File: config.mk
export PLATFORM = sky130hd
export DESIGN_NAME = sfo_regs
export DESIGN_NICKNAME = d
export VERILOG_FILES = /design/src/logic/sfo_force_mux.v /design/src/logic/sfo_regs.v /design/src/logic/sfo_sync.v
export VERILOG_INCLUDE_DIRS = /design/src /design/src/logic
export SDC_FILE = /design/constraint.sdc
export NUM_CORES = 1
export LEC_CHECK = 0
export BUFFER_PORTS_ARGS = -buffer_cell sky130_fd_sc_hd__buf_2
export CAP_MARGIN = 10
export CORE_ASPECT_RATIO = 0.75
export CORE_MARGIN = 5
export CORE_UTILIZATION = 53
export CTS_BUF_LIST = sky130_fd_sc_hd__clkbuf_4
export CTS_CLUSTER_DIAMETER = 40
export DETAILED_ROUTE_END_ITERATION = 16
export GPL_TIMING_DRIVEN = 1
export HOLD_SLACK_MARGIN = 0.03
export PLACE_DENSITY = 0.9
export RECOVER_POWER = 50
export SETUP_SLACK_MARGIN = 0.02
export SLEW_MARGIN = 40
export SYNTH_ARGS = -nofsm -noshare
export SYNTH_HDL_FRONTEND = slang
export SYNTH_SLANG_ARGS = --single-unit
File: constraint.sdc
create_clock -name clk -period 3.4 [get_ports clk]
set_clock_uncertainty 0.15 [all_clocks]
set_input_delay 0.51 -clock clk [delete_from_list [all_inputs] [get_ports clk]]
set_output_delay 0.51 -clock clk [all_outputs]
set_load 0.03 [all_outputs]
File: src/logic/sfo_defines.vh
// How it works
// - Reading a force bit returns raw comparator state
// - Overvolt enable set: written bits feed debounce
// - First register: conv 6,4,3,1 at bits 5,3,2,0
// - Undervolt enable set: written bits feed debounce
// - Overcurrent enable set: written bit feeds debounce
// - Second register: bit 15, bits 11:8, bits 5:0
`ifndef SFO_DEFINES_VH
`define SFO_DEFINES_VH
`define SFO_OFS_OVERVOLT   8'he4
`define SFO_OFS_UNDERVOLT  8'he5
`define SFO_IDX_OVERVOLT   8'he4
`define SFO_IDX_UNDERVOLT  8'he5
`define SFO_ADDR_OVERVOLT  12'h390
`define SFO_ADDR_UNDERVOLT 12'h394
`define SFO_ADDR_ENABLE    12'h3a0
`define SFO_ADDR_IRQ_STAT  12'h3a4
`define SFO_ADDR_IRQ_MASK  12'h3a8
`define SFO_OV_MASK        16'h002d
`define SFO_UV_MASK        16'h8f3f
`define SFO_UV_GROUP_MASK  16'h0f3f
`define SFO_OC_BIT         15
`define SFO_EN_OV_BIT      0
`define SFO_EN_UV_BIT      1
`define SFO_EN_OC_BIT      2
`define SFO_RESET_VALUE    16'h0000
`endif

File: src/logic/sfo_force_mux.v
`timescale 1ns/1ps
// Per-bit choice between the real comparator and the software value
module sfo_force_mux (
    // Selection
    input  wire [15:0] group_sel,
    input  wire [15:0] real_level,
    input  wire [15:0] forced_level,
    // Result
    output wire [15:0] debounce_in
);
    genvar i;
    generate
        for (i = 0; i < 16; i = i + 1) begin : g_bit
            assign debounce_in[i] = group_sel[i] ? forced_level[i] : real_level[i];
        end
    endgenerate
endmodule // sfo_force_mux

File: src/logic/sfo_regs.v
`timescale 1ns/1ps
`include "sfo_defines.vh"
module sfo_regs (
    // Clock and reset
    input  wire        clk,
    input  wire        resetn,
    // APB slave
    input  wire        psel,
    input  wire        penable,
    input  wire        pwrite,
    input  wire [11:0] paddr,
    input  wire [31:0] pwdata,
    output reg  [31:0] prdata,
    output reg         pready,
    output reg         pslverr,
    // Raw comparators, asynchronous to clk
    input  wire [15:0] overvolt_comp,
    input  wire [15:0] undervolt_overcurrent_comp,
    // Debounce inputs
    output reg  [15:0] overvolt_debounce_in,
    output reg  [15:0] undervolt_overcurrent_debounce_in,
    // Interrupt
    output reg         irq
);
    reg  [15:0] supply_overvoltage_override;
    reg  [15:0] supply_undervoltage_overcurrent_override;
    reg  [2:0]  force_enable;
    reg  [1:0]  irq_status;
    reg  [1:0]  irq_mask;
    reg  [15:0] ov_prev;
    reg  [15:0] uv_prev;
    reg         seen;
    wire [15:0] ov_raw;
    wire [15:0] uv_raw;
    wire [15:0] ov_sync;
    wire [15:0] uv_sync;
    wire [15:0] ov_sel;
    wire [15:0] uv_sel;
    wire [15:0] next_ov_deb;
    wire [15:0] next_uv_deb;
    wire        overvolt_group_force_enable;
    wire        undervolt_group_force_enable;
    wire        overcurrent_group_force_enable;
    wire        access;
    wire        wr;
    wire        mapped;
    wire [1:0]  next_event;
    reg  [31:0] next_rdata;

    assign overvolt_group_force_enable    = force_enable[`SFO_EN_OV_BIT];
    assign undervolt_group_force_enable   = force_enable[`SFO_EN_UV_BIT];
    assign overcurrent_group_force_enable = force_enable[`SFO_EN_OC_BIT];

    // Comparators are analog and asynchronous
    sfo_sync #(.WIDTH(16)) u_sync_ov (
        .clk    (clk),
        .resetn (resetn),
        .din    (overvolt_comp),
        .dout   (ov_sync)
    );
    sfo_sync #(.WIDTH(16)) u_sync_uv (
        .clk    (clk),
        .resetn (resetn),
        .din    (undervolt_overcurrent_comp),
        .dout   (uv_sync)
    );

    // Unused bits dropped after the second stage, so no gate sees a raw pin
    assign ov_raw = ov_sync & `SFO_OV_MASK;
    assign uv_raw = uv_sync & `SFO_UV_MASK;

    assign ov_sel = {16{overvolt_group_force_enable}} & `SFO_OV_MASK;
    assign uv_sel = ({16{undervolt_group_force_enable}} & `SFO_UV_GROUP_MASK) |
                    ({16{overcurrent_group_force_enable}} & (16'h0001 << `SFO_OC_BIT));

    sfo_force_mux u_mux_ov (
        .group_sel    (ov_sel),
        .real_level   (ov_raw),
        .forced_level (supply_overvoltage_override),
        .debounce_in  (next_ov_deb)
    );
    sfo_force_mux u_mux_uv (
        .group_sel    (uv_sel),
        .real_level   (uv_raw),
        .forced_level (supply_undervoltage_overcurrent_override),
        .debounce_in  (next_uv_deb)
    );

    assign access = psel & penable;
    assign wr     = access & pwrite;
    assign mapped = (paddr == `SFO_ADDR_OVERVOLT) || (paddr == `SFO_ADDR_UNDERVOLT) ||
                    (paddr == `SFO_ADDR_ENABLE) || (paddr == `SFO_ADDR_IRQ_STAT) ||
                    (paddr == `SFO_ADDR_IRQ_MASK);

    // Events: any change of the debounce feed per register
    assign next_event = seen ? {|(next_uv_deb ^ uv_prev), |(next_ov_deb ^ ov_prev)} : 2'b00;

    always @* begin
        next_rdata = 32'h00000000;
        case (paddr)
            `SFO_ADDR_OVERVOLT:  next_rdata = {16'h0000, ov_raw & `SFO_OV_MASK};
            `SFO_ADDR_UNDERVOLT: next_rdata = {16'h0000, uv_raw & `SFO_UV_MASK};
            `SFO_ADDR_ENABLE:    next_rdata = {29'h0, force_enable};
            `SFO_ADDR_IRQ_STAT:  next_rdata = {30'h0, irq_status};
            `SFO_ADDR_IRQ_MASK:  next_rdata = {30'h0, irq_mask};
            default:             next_rdata = 32'h00000000;
        endcase
    end

    always @(posedge clk or negedge resetn) begin
        if (!resetn) begin
            supply_overvoltage_override              <= `SFO_RESET_VALUE;
            supply_undervoltage_overcurrent_override <= `SFO_RESET_VALUE;
            force_enable <= 3'h0;
            irq_mask     <= 2'h0;
            prdata       <= 32'h00000000;
            pready       <= 1'b0;
            pslverr      <= 1'b0;
        end else begin
            // One wait state: answer on the second access cycle
            pready  <= access & ~pready;
            pslverr <= access & ~pready & ~mapped;
            if (access & ~pready & ~pwrite) begin
                prdata <= next_rdata;
            end
            if (wr & pready) begin
                case (paddr)
                    `SFO_ADDR_OVERVOLT: begin
                        supply_overvoltage_override <= pwdata[15:0] & `SFO_OV_MASK;
                    end
                    `SFO_ADDR_UNDERVOLT: begin
                        supply_undervoltage_overcurrent_override <= pwdata[15:0] & `SFO_UV_MASK;
                    end
                    `SFO_ADDR_ENABLE:   force_enable <= pwdata[2:0];
                    `SFO_ADDR_IRQ_MASK: irq_mask <= pwdata[1:0];
                    default: begin
                    end
                endcase
            end
        end
    end

    // Sticky events; a new event wins over a write-one clear
    always @(posedge clk or negedge resetn) begin
        if (!resetn) begin
            irq_status <= 2'h0;
            ov_prev    <= 16'h0000;
            uv_prev    <= 16'h0000;
            seen       <= 1'b0;
            overvolt_debounce_in              <= 16'h0000;
            undervolt_overcurrent_debounce_in <= 16'h0000;
            irq <= 1'b0;
        end else begin
            seen    <= 1'b1;
            ov_prev <= next_ov_deb;
            uv_prev <= next_uv_deb;
            overvolt_debounce_in              <= next_ov_deb;
            undervolt_overcurrent_debounce_in <= next_uv_deb;
            if (wr & pready & (paddr == `SFO_ADDR_IRQ_STAT)) begin
                irq_status <= (irq_status & ~pwdata[1:0]) | next_event;
            end else begin
                irq_status <= irq_status | next_event;
            end
            irq <= |(irq_status & irq_mask);
        end
    end
endmodule // sfo_regs

File: src/logic/sfo_sync.v
`timescale 1ns/1ps
// Two-stage synchroniser; only the second stage is visible outside
module sfo_sync #(
    parameter WIDTH = 16
) (
    // Clock and reset
    input  wire             clk,
    input  wire             resetn,
    // Data
    input  wire [WIDTH-1:0] din,
    output reg  [WIDTH-1:0] dout
);
    reg [WIDTH-1:0] stage1;

    always @(posedge clk or negedge resetn) begin
        if (!resetn) begin
            stage1 <= {WIDTH{1'b0}};
            dout   <= {WIDTH{1'b0}};
        end else begin
            stage1 <= din;
            dout   <= stage1;
        end
    end
endmodule // sfo_sync

* Word-level counts from Yosys, hierarchy flattened *
Cells that the tools add are included.

cells by class
  eq/ne operators = 5
  multiplexer cells = 18
  bitwise gates (word level) = 18
  reductions and logical operators = 11

operator list
  operator                                         number
  one-hot mux 16 bit (5 select lines)              1
  == test 12 x 10 -> 1 bit, second input constant  5
  OR reduction 16 bit                              2
  OR 12 x 16 -> 16 bit                             1
  XOR 16 bit                                       1
  two-way mux 1 bit                                15
  AND reduction 2 bit                              4
  bitwise AND 1 bit                                7
  XOR 6 bit                                        1
  bitwise AND 2 bit                                2
  logical OR 1 bit                                 4
  two-way mux 2 bit                                2
  OR 2 bit                                         2
  inverter 1 bit                                   3
  inverter 2 bit                                   1
  OR reduction 2 bit                               1

storage, ports and cells
  flip-flop bits (word level) = 122
  bits of input ports = 81
  output and inout bits = 67
  logic and storage cells = 68

* Depth between registers and ports, before layout *
Gate-level depths: netlist of the first run.

  depth after elaboration = 7
  gate-level depth with buffers = 6
  mapped depth without buffers = 5

* Cells and area by module *
Synthesis of the first run repeated with hierarchy kept, for this count alone.

unflattened totals
  cell total of the unflattened synthesis = 321
  area, all modules = 5052.3 sq um

by module, submodules not included
  module         times used  cells each  area an instance (sq um)  sequential area each (sq um)
  sfo_regs       1           225         2970.3                    1726.7
  sfo_sync       2           32          800.8                     800.8
  sfo_force_mux  2           16          240.2                     0.0

* Worst setup path after synthesis of the first run *
OpenSTA, ideal clock, no wires.

  path kind = input to register
  start point = input port paddr[11]
  end point = register supply_undervoltage_overcurrent_override[10]
  library setup time = 125 ps
  arrival = 1937 ps
  data required time = 3125 ps
  path slack = 1188 ps
  stages on the path = 5
  path buffers = 1
  cell sequence = or4b_4 > nor3_1 > and3_1 > buf_4 > mux2_2

between the ends
  longest elaborated chain between the ends = 2

RTL lines
  what                           RTL line        RTL
  start, declared                sfo_regs.v:11   input wire [11:0] paddr,
  == test 12 x 10 -> 1 bit       sfo_regs.v:127  case (paddr)
  AND reduction 2 bit (no line)  -
  end signal, assigned           sfo_regs.v:113  supply_undervoltage_overcurrent_override <= `SFO_RESET_VALUE;
  end signal, assigned           sfo_regs.v:132  supply_undervoltage_overcurrent_override <= pwdata[15:0] & `SFO_UV_MASK;
  end, declared                  sfo_regs.v:26   reg [15:0] supply_undervoltage_overcurrent_override;

No other way between the ends.
A chain may end at the register's enable or synchronous reset.

==> impl_metrics.json, run 1 <==
{
  "status": "complete, but fails checks",
  "violations": "capacitance limit, slew limit",
  "hold_path.class": "in2reg",
  "syn_to_final_growth_pct": 17.5,
  "swShare_pct": 27.1,
  "pwr-share-clk_pct": 30.9,
  "synth_top_area_share_pct": 60.7,
  "finalCritPeriodShare_pct": 70.2,
  "synth_top_family_by_area": "multiplexers",
  "syn_inst": 248,
  "crit_fanout": 82,
  "ys_ff_latch": 82,
  "final_nets": 423,
  "antenna_found_initial": 0,
  "cts_tree": "yes",
  "slew_violations": 83,
  "placementRows": 25,
  "hold_buffers": 16,
  "die_w_um": 102,
  "yosysTopAreaCell": "dfrtp_1",
  "die_y_um": 79.2,
  "synth_area_leaders": "dfrtp_1, mux2_2, buf_4",
  "fin_util_pct": 63.5,
  "routed_wl_mm": 6.72,
  "clock_sinks": 82,
  "worstMarginPinSlew_ns": 1.89,
  "cts_root_buf": "clkbuf_4",
  "rsz0062_at_grt": "false",
  "yosysSeqAreaShare_pct": 60.7,
  "powerDensity_nw_per_um2": 445,
  "clk_pin_slew_ns": 0.13,
  "gr-total-overflow": 0,
  "post_cts_buffers": 0,
  "period_minus_slack_ns": 2.39,
  "synth_cell_type_count": 35,
  "pwr-share-seq_pct": 57.7,
  "peakVddDrop_mv": 0.341,
  "layout-drive-gt1-share_pct": 32.4,
  "dp_hpwl_mm": 4.96,
  "initial_utilization_pct": 54.1,
  "core_region_area_sq_um": 6260,
  "register_area_sq_um": 2050,
  "startpoint_type": "primary input",
  "yosysWarnings": 0,
  "total_leakage_power_nw": 1.98,
  "synth-compound-area-share_pct": 4.92,
  "boundaryPins": 148,
  "path_delay_family": "buffers and inverters",
  "clk_latency_ns": 0.43,
  "max_freq_mhz": 419,
  "diodes": 0,
  "multi_input_area_sq_um": 1160,
  "drt-initial-drc-count": 105,
  "synth_adder_area_share_pct": 0,
  "critPathBufInv": 2,
  "cpMaxStageDelayCell": "clkbuf_2",
  "p_sw_w": 0.000478,
  "synth-xor-area-share_pct": 3.63,
  "p_comb_share_pct": 11.4,
  "drv_cap": 1,
  "endpoint_kind": "async pin",
  "synthesis.area_sq_um": 3380,
  "synthArstFlopShare_pct": 100,
  "drc": 0,
  "dr.pass1.iters": 4,
  "synth_area_per_cell_sq_um": 13.6,
  "detailroute.via_count": 2109,
  "htreeDepth": 3,
  "cp.arrival_ns": 2.42,
  "synth_edf_count": 0,
  "avgRoutedWirePerCell_um": 15.7,
  "grt_max_degree": 83,
  "port_buffers": 71,
  "setup_viol": 0,
  "synthSimpleGateAreaFrac_pct": 8.03,
  "track_usage_pct": 17.9,
  "cts_buffer_depth": 2,
  "crit_chain": "dlygate4sd3_1 -> clkbuf_2",
  "critical_path_class": "in2async",
  "die_area_sq_um": 8100,
  "slowest_delay_ns": 1.36,
  "synth_flop_cell": "dfrtp_1",
  "gp_congestion": 0.852,
  "maxSlewHeadroom_pct": -26.3,
  "crit_required_ns": 3.43,
  "grt_pass1_wl_mm": 10.9,
  "p_int_w": 0.00129,
  "vias_per_cell": 4.94,
  "setup_tns_ns": 0,
  "grt_pass1_vias": 2258,
  "fill_cells": 494,
  "synthMuxAreaShare_pct": 13.3,
  "cts_resized": 0,
  "cts_buffers": 9,
  "finalHoldViolCount": 0,
  "antenna_left": 0
}
==> cell type report <==
cell class,instances,share of cell area (%)
Timing Repair Buffer,88,13.2
Clock buffer,10,1.89
Multi-Input combinational cell,159,29.1
Clock inverter,5,1.42
Sequential cell,82,51.7
Tap cell,81,2.55
Inverter,2,0.189
==> worst paths after layout <==
check / from / to / slack (ns) / cells past startpoint
worst max register to register: force_enable[1] / irq_status[1] / 1.11 / 5
min in group asynchronous: resetn / u_sync_uv.stage1[10] / 0.99 / 2
max in group clk: force_enable[1] / irq_status[1] / 1.11 / 5
worst min register to register: u_sync_uv.stage1[4] / u_sync_uv.dout[4] / 0.20 / 0
worst max-delay path: resetn / prdata[11] / 1.01 / 2
worst min-delay path: pwdata[15] / supply_undervoltage_overcurrent_override[15] / 0.16 / 2
==> stage by stage <==
step	setup slack, ns	cells	instance area [sq um]	total power, W	hold slack [ns]
floorplan	1.19	285	3520	0.00119	0.0644
global placement	0.727	396	3680	0.00122	0.181
detailed placement	0.684	396	3690	0.00123	0.185
CTS	1.10	427	3980	0.00179	0.120
global route	0.551	427	3970	0.00185	0.107
finish	1.01	427	3970	0.00177	0.158
==> power groups by stage <==
stage | Combinational [W] | Sequential (W) | Clock (W)
3_5_place_dp | 0.000191 | 0.00104 | 0
5_1_grt | 0.000220 | 0.00102 | 0.000607
2_1_floorplan | 0.000132 | 0.00106 | 0
6_report | 0.000201 | 0.00102 | 0.000546
3_3_place_gp | 0.000186 | 0.00104 | 0
4_1_cts | 0.000205 | 0.00102 | 0.000563
==> cells by family (layout without fill, tap and decap cells) <==
group / after synthesis / after routing
buffers and inverters: 44 / 105
AND/OR/NAND/NOR: 45 / 45
flip-flops: 82 / 82
AO/OA/AOI/OAI: 22 / 22
XOR/XNOR: 14 / 14
multiplexers: 39 / 39
other: 2 / 39
==> synth_stat cells, drive strengths merged, types with 2 or more instances <==
| library cell | n |
|---|---|
| dfrtp | 82 |
| o21ai | 5 |
| buf | 40 |
| mux2i | 3 |
| a22o | 10 |
| clkbuf | 2 |
| conb | 2 |
| nor2 | 7 |
| nand3 | 6 |
| and2 | 2 |
| mux2 | 36 |
| nor2b | 3 |
| inv | 2 |
| nor3 | 3 |
| nor4 | 3 |
| a22oi | 2 |
| o31ai | 2 |
| or3 | 2 |
| xor2 | 13 |
| nand2 | 10 |
| nand4 | 4 |
==> flip-flops by register name, summed over array words and instances, names as in the netlist <==
register	count
prdata	11
u_sync_uv.stage1	11
supply_undervoltage_overcurrent_override	11
seen	1
uv_prev	11
ov_prev	4
supply_overvoltage_override	4
u_sync_ov.dout	4
u_sync_uv.dout	11
pready	1
u_sync_ov.stage1	4
irq_status	2
irq	1
pslverr	1
force_enable	3
irq_mask	2
==> cell usage in the layout (no fill, tap or decap), types with 2 or more instances in the layout <==
master	instances
nand2_1	9
mux2_4	4
xor2_1	13
or3_1	2
nand3_1	5
a22o_1	10
clkbuf_4	10
a22oi_1	2
dfrtp_1	82
o31ai_1	2
conb_1	39
mux2i_1	3
nor2_1	7
and2_1	2
nand4_1	4
mux2_2	18
clkinvlp_4	3
inv_1	2
nor3_1	3
buf_2	70
nor2b_1	3
nor4_1	2
dlygate4sd3_1	16
mux2_1	14
o21ai_0	5
==> metal layers <==
layer | vias to the layer above | global-route usage, % | share of wire, %
met5 | - | 0 | 0
met2 | 78 | 28.1 | 48
met1 | 1053 | 22.5 | 42
met3 | 8 | 8.08 | 9.2
li1 | 970 | - | -
met4 | 0 | 4.98 | 0.89
No activity file was read; power rests on OpenSTA's default activity.
==> run 2, diff against run 1 <==
--- a/config.mk
+++ b/config.mk
@@ -10,13 +10,13 @@
 export CAP_MARGIN = 10
 export CORE_ASPECT_RATIO = 0.75
 export CORE_MARGIN = 5
-export CORE_UTILIZATION = 53
+export CORE_UTILIZATION = 49
 export CTS_BUF_LIST = sky130_fd_sc_hd__clkbuf_4
 export CTS_CLUSTER_DIAMETER = 40
 export DETAILED_ROUTE_END_ITERATION = 16
 export GPL_TIMING_DRIVEN = 1
 export HOLD_SLACK_MARGIN = 0.03
-export PLACE_DENSITY = 0.9
+export PLACE_DENSITY = 0.84
 export RECOVER_POWER = 50
 export SETUP_SLACK_MARGIN = 0.02
 export SLEW_MARGIN = 40
==> constraint.sdc (replaced) <==
create_clock -name clk -period 2.2 [get_ports clk]
set_clock_uncertainty 0.15 [all_clocks]
set_input_delay 0.33 -clock clk [delete_from_list [all_inputs] [get_ports clk]]
set_output_delay 0.33 -clock clk [all_outputs]
set_load 0.03 [all_outputs]
==> run 2 against run 1 <==
  * Sequential share of layout area is 3.2 points lower
  * Critical path depth is 4 higher
  * Clock power is 96% higher
  * Via count is 4.4% higher
  * The flow now finishes without violations
  * Power is 69% higher
  * Worst hold slack worse by 0.075 ns
  * Count of clock-buffer cells in the layout stayed put
  * Core utilization is 0.93 points lower
  * Highest routed layer unchanged
  * Worst setup slack worse by 0.81 ns
==> impl_metrics.json, run 2 (synthesis gave the netlist of run 1 again) <==
{
  "reg2reg_to": "irq_status[1]",
  "htreeDepth": 3,
  "drt-initial-drc-count": 76,
  "detailroute.via_count": 2202,
  "drc": 0,
  "gp_congestion": 0.914,
  "slew_violations": 0,
  "cts_root_buf": "clkbuf_4",
  "placementRows": 26,
  "final_cell_mix": "dfrtp_1, buf_2, conb_1",
  "total_leakage_power_nw": 2.12,
  "pwr-share-seq_pct": 52.8,
  "routed_wl_mm": 7.12,
  "multi_input_area_sq_um": 1160,
  "crit_chain": "buf_12 -> mux2_1 -> xor2_1 -> nor4_1 -> nand3_1 -> a22o_1",
  "r2r_start": "force_enable[1]",
  "cts_buffers": 9,
  "max_freq_mhz": 502,
  "p_comb_share_pct": 11.3,
  "vias_per_cell": 4.88,
  "p_sw_w": 0.000737,
  "hold_path.class": "in2reg",
  "grt_pass1_vias": 2290,
  "cpMaxStageDelayCell": "dfrtp_1",
  "cts_tree": "yes",
  "boundaryPins": 148,
  "finalHoldViolCount": 0,
  "period_minus_slack_ns": 1.99,
  "hold_depth": 2,
  "setup_viol": 0,
  "slowest_delay_ns": 0.43,
  "pwr-share-clk_pct": 35.9,
  "swShare_pct": 24.7,
  "grt_pass1_wl_mm": 11.3,
  "path_delay_family": "simple AND/OR/NAND/NOR gates",
  "maxSlewHeadroom_pct": 41.6,
  "fill_cells": 520,
  "r2r_slack_ns": 0.21,
  "gr-total-overflow": 0,
  "setup_slack_ns": 0.206,
  "syn_to_final_growth_pct": 25.2,
  "crit_required_ns": 2.34,
  "port_buffers": 71,
  "clock_sinks": 82,
  "drv_cap": 0,
  "crit_path_start": "force_enable[1]",
  "place_ws_ns": -0.0855,
  "core_region_area_sq_um": 6770,
  "crit_cells": 6,
  "diodes": 0,
  "antenna_left": 0,
  "avgRoutedWirePerCell_um": 15.8,
  "critical_path_class": "reg2reg",
  "antenna_found_initial": 0,
  "fin_cells": 451,
  "layout-drive-gt1-share_pct": 34.9,
  "holdWs_ns": 0.0827,
  "min_from": "pwdata[0]",
  "layout.cells.most_common": "dfrtp_1",
  "final_nets": 444,
  "rr_worst_depth": 6,
  "p_int_w": 0.00224,
  "placed_area_sq_um": 3800,
  "die_area_sq_um": 8680,
  "cp.arrival_ns": 2.14,
  "fin_area_sq_um": 4230,
  "crit_fanout": 6,
  "rsz0062_at_grt": "false",
  "p_total_w": 0.00298,
  "dpl.cell_count": 409,
  "endpoint_kind": "flip-flop",
  "dp_hpwl_mm": 5.24,
  "clk_pin_slew_ns": 0.13,
  "track_usage_pct": 17.1,
  "startpoint_type": "flip-flop",
  "initial_utilization_pct": 50.0,
  "worstMarginPinSlew_ns": 0.877,
  "powerDensity_nw_per_um2": 704,
  "post_cts_buffers": 0,
  "die_y_um": 82.0,
  "finalCritPeriodShare_pct": 90.6,
  "grt_max_degree": 38,
  "clk_latency_ns": 0.40,
  "endpoint": "irq_status[1]",
  "dr.pass1.iters": 4,
  "cts_buffer_depth": 2,
  "status": "finished, final reports clean",
  "peakVddDrop_mv": 0.470,
  "die_w_um": 106,
  "critPathBufInv": 1,
  "register_area_sq_um": 2050
}
-- run 2: timing repair --
action                                 4_1_cts  5_1_grt
endpoints found under the hold margin       63        0
hold buffers                                27        0
setup endpoints to repair                    0        0
gates resized for setup                      0        0
-- run 2: area by class of cell --
type,instances,share of cell area [%]
sequential,82,48.5
inverter,2,0.177
multi-input combinational,159,27.3
tap,84,2.48
timing repair buffer,109,17.3
clock inverter,5,2.45
clock buffer,10,1.77
-- run 2: per-layer routing --
metal  vias to the layer above  global-route usage [%]  share of wire (%)
met5                         -                       0                  0
met4                         0                    3.62               0.48
met3                         6                    7.15                8.0
met2                        98                    26.7                 48
met1                      1082                    22.6                 44
li1                       1016                       -                  -
-- run 2: power by group through the flow --
stage	Combinational, W	Sequential (W)	Clock [W]
after global placement	0.000298	0.00160	0
final	0.000336	0.00157	0.00107
after CTS	0.000341	0.00158	0.00110
after floorplan	0.000204	0.00163	0
after detailed placement	0.000304	0.00160	0
after global routing	0.000364	0.00158	0.00117
-- run 2: how the worst min path moves through the flow --
stage                                                   end  slack, ns
2_1_floorplan                               force_enable[0]      -0.12
3_3_place_gp                                    uv_prev[11]       0.16
3_5_place_dp   supply_undervoltage_overcurrent_override[11]       0.17
4_1_cts         supply_undervoltage_overcurrent_override[0]       0.06
5_1_grt         supply_undervoltage_overcurrent_override[1]       0.05
6_report        supply_undervoltage_overcurrent_override[0]       0.08
-- run 2: metrics by stage --
stage	util (%)	TNS, ns
finish	62.6	0
global route	62.6	0
CTS	62.8	0
detailed placement	56.2	-0.799
global placement	56.2	-0.468
floorplan	-	0
==> run 3, diff against run 2 <==
--- a/config.mk
+++ b/config.mk
@@ -10,16 +10,17 @@
 export CAP_MARGIN = 10
 export CORE_ASPECT_RATIO = 0.75
 export CORE_MARGIN = 5
-export CORE_UTILIZATION = 49
+export CORE_UTILIZATION = 54
 export CTS_BUF_LIST = sky130_fd_sc_hd__clkbuf_4
 export CTS_CLUSTER_DIAMETER = 40
 export DETAILED_ROUTE_END_ITERATION = 16
 export GPL_TIMING_DRIVEN = 1
 export HOLD_SLACK_MARGIN = 0.03
-export PLACE_DENSITY = 0.84
+export PLACE_DENSITY = 0.85
 export RECOVER_POWER = 50
 export SETUP_SLACK_MARGIN = 0.02
 export SLEW_MARGIN = 40
 export SYNTH_ARGS = -nofsm -noshare
 export SYNTH_HDL_FRONTEND = slang
+export SYNTH_HIERARCHICAL = 1
 export SYNTH_SLANG_ARGS = --single-unit
==> run 3 against run 2 <==
  * Global-route usage rose by 2.8 points
  * Synthesized area rose by 24%
  * Clock power fell by 7%
  * Critical path depth rose by 1
  * Sequential share of layout area fell by 2.4 points
  * Flip-flop and latch count rose by 17
  * Design area rose by 27%
  * Synthesized cell count rose by 16%
  * Worst setup slack got worse by 0.21 ns
  * Largest cell class unchanged
  * Fmax fell by 9.4%
  * Count of clock-buffer cells in the layout did not move
  * Power rose by 15%
==> impl_metrics.json, run 3 <==
{
  "status": "finished, final reports clean",
  "grt_pass1_vias": 3040,
  "setup_viol": 0,
  "fill_cells": 510,
  "placed_area_sq_um": 4940,
  "core_region_area_sq_um": 7470,
  "final_nets": 554,
  "startpoint_type": "flip-flop",
  "antenna_left": 0,
  "track_usage_pct": 19.9,
  "initial_utilization_pct": 56.3,
  "antenna_found_initial": 0,
  "cts_root_buf": "clkbuf_4",
  "drt-initial-drc-count": 113,
  "syn_inst": 287,
  "synthesis.area_sq_um": 4200,
  "placementRows": 27,
  "powerDensity_nw_per_um2": 637,
  "cp.arrival_ns": 2.40,
  "period_minus_slack_ns": 2.20,
  "final_cell_mix": "dfrtp_1, buf_2, conb_1",
  "crit_required_ns": 2.40,
  "rr_worst_depth": 7,
  "finalHoldViolCount": 0,
  "min_from": "paddr[3]",
  "htreeDepth": 3,
  "drv_cap": 0,
  "r2r_slack_ns": 0.0006,
  "rsz0062_at_grt": "true",
  "cts_buffers": 9,
  "synth_area_per_cell_sq_um": 14.6,
  "reg2reg_to": "irq_status[1]",
  "die_y_um": 86.4,
  "worstMarginPinSlew_ns": 0.672,
  "crit_fanout": 6,
  "die_w_um": 112,
  "crit_chain": "buf_6 -> mux2_4 -> xor2_1 -> nor4_1 -> buf_4 -> nand4_1 -> a22o_1",
  "hold_path.class": "in2reg",
  "vias_per_cell": 4.86,
  "critical_path_class": "reg2reg",
  "grt_max_degree": 53,
  "diodes": 0,
  "drc": 0,
  "dr.pass1.iters": 4,
  "endpoint_kind": "flip-flop",
  "grt_pass1_wl_mm": 14.9,
  "clock_sinks": 99,
  "slowest_delay_ns": 0.50,
  "clk_pin_slew_ns": 0.16,
  "layout.cells.most_common": "dfrtp_1",
  "die_area_sq_um": 9660,
  "layout-drive-gt1-share_pct": 33.9,
  "dp_hpwl_mm": 6.65,
  "max_freq_mhz": 455,
  "cts_buffer_depth": 2,
  "p_total_w": 0.00343,
  "fin_util_pct": 72.1,
  "port_buffers": 88,
  "r2r_start": "force_enable[1]",
  "peakVddDrop_mv": 0.417,
  "clk_latency_ns": 0.45,
  "min_to": "prdata[2]",
  "fin_area_sq_um": 5380,
  "boundaryPins": 148,
  "yosysWarnings": 6,
  "finalCritPeriodShare_pct": 100,
  "setup_tns_ns": 0,
  "total_leakage_power_nw": 2.72,
  "syn_to_final_growth_pct": 28.1,
  "maxSlewHeadroom_pct": 55.2,
  "routed_wl_mm": 9.43,
  "gp_congestion": 0.941,
  "avgRoutedWirePerCell_um": 16.3,
  "gr-total-overflow": 0,
  "cts_tree": "yes",
  "cpMaxStageDelayCell": "dfrtp_2",
  "reg_top3": "ov_prev (16), uv_prev (16)",
  "hold_depth": 2,
  "detailroute.via_count": 2814,
  "slew_violations": 0,
  "holdWs_ns": 0.102
}
-- run 3: per-stage QoR --
stage / setup slack, ns / std cells
after global placement: -0.0640 / 530
after CTS: 0.0252 / 575
final: 0.000637 / 579
after global routing: -0.0457 / 579
after floorplan: 0.0857 / 358
after detailed placement: -0.104 / 530
-- run 3: layer usage --
metal	global-route usage, %	vias to the layer above	share of wire (%)
li1	-	1294	-
met5	0	-	0
met1	23.3	1382	41
met2	33.7	118	49
met4	7.85	0	2.2
met3	7.19	20	8.0
-- run 3: worst max-delay path, delay by kind of cell (launching register included) --
kind,cells,cell delay (ns)
AO/OA/AOI/OAI,1,0.24
buffers and inverters,2,0.34
multiplexers,1,0.31
flip-flops,1,0.50
XOR/XNOR,1,0.14
AND/OR/NAND/NOR,2,0.42
-- run 3: repair_timing --
action | 4_1_cts | 5_1_grt
gates resized for setup | 1 | 4
hold buffers | 29 | 0
endpoints found under the setup margin | 1 | 2
endpoints found under the hold margin | 133 | 0
pin swaps | 0 | 2
buffers inserted | 0 | 4
-- run 3: final cells by class --
type | instances | area, sq um | area share, %
tap | 101 | 126 | 2.35
clock buffer | 10 | 75.1 | 1.39
sequential | 99 | 2480 | 46.1
clock inverter | 6 | 71.3 | 1.32
timing repair buffer | 130 | 831 | 15.4
multi-input combinational | 233 | 1800 | 33.4
-- run 3: how the worst max path moves through the flow --
stage                               start               to  slack (ns)  cells after the start
after floorplan                    pready  force_enable[0]        0.09                      4
after global placement    force_enable[1]    irq_status[1]       -0.06                      6
after detailed placement  force_enable[1]    irq_status[1]       -0.10                      6
after CTS                 force_enable[1]    irq_status[1]        0.03                      6
after global routing      force_enable[1]    irq_status[1]       -0.05                      7
final                     force_enable[1]    irq_status[1]      0.0006                      7
-- run 3: where the power goes --
group / internal, W / switching (W) / total (W)
clock network: 0.000374 / 0.000623 / 0.000998
registers: 0.00189 / 0.0000413 / 0.00193
logic: 0.000194 / 0.000308 / 0.000502
total: 0.00246 / 0.000973 / 0.00343
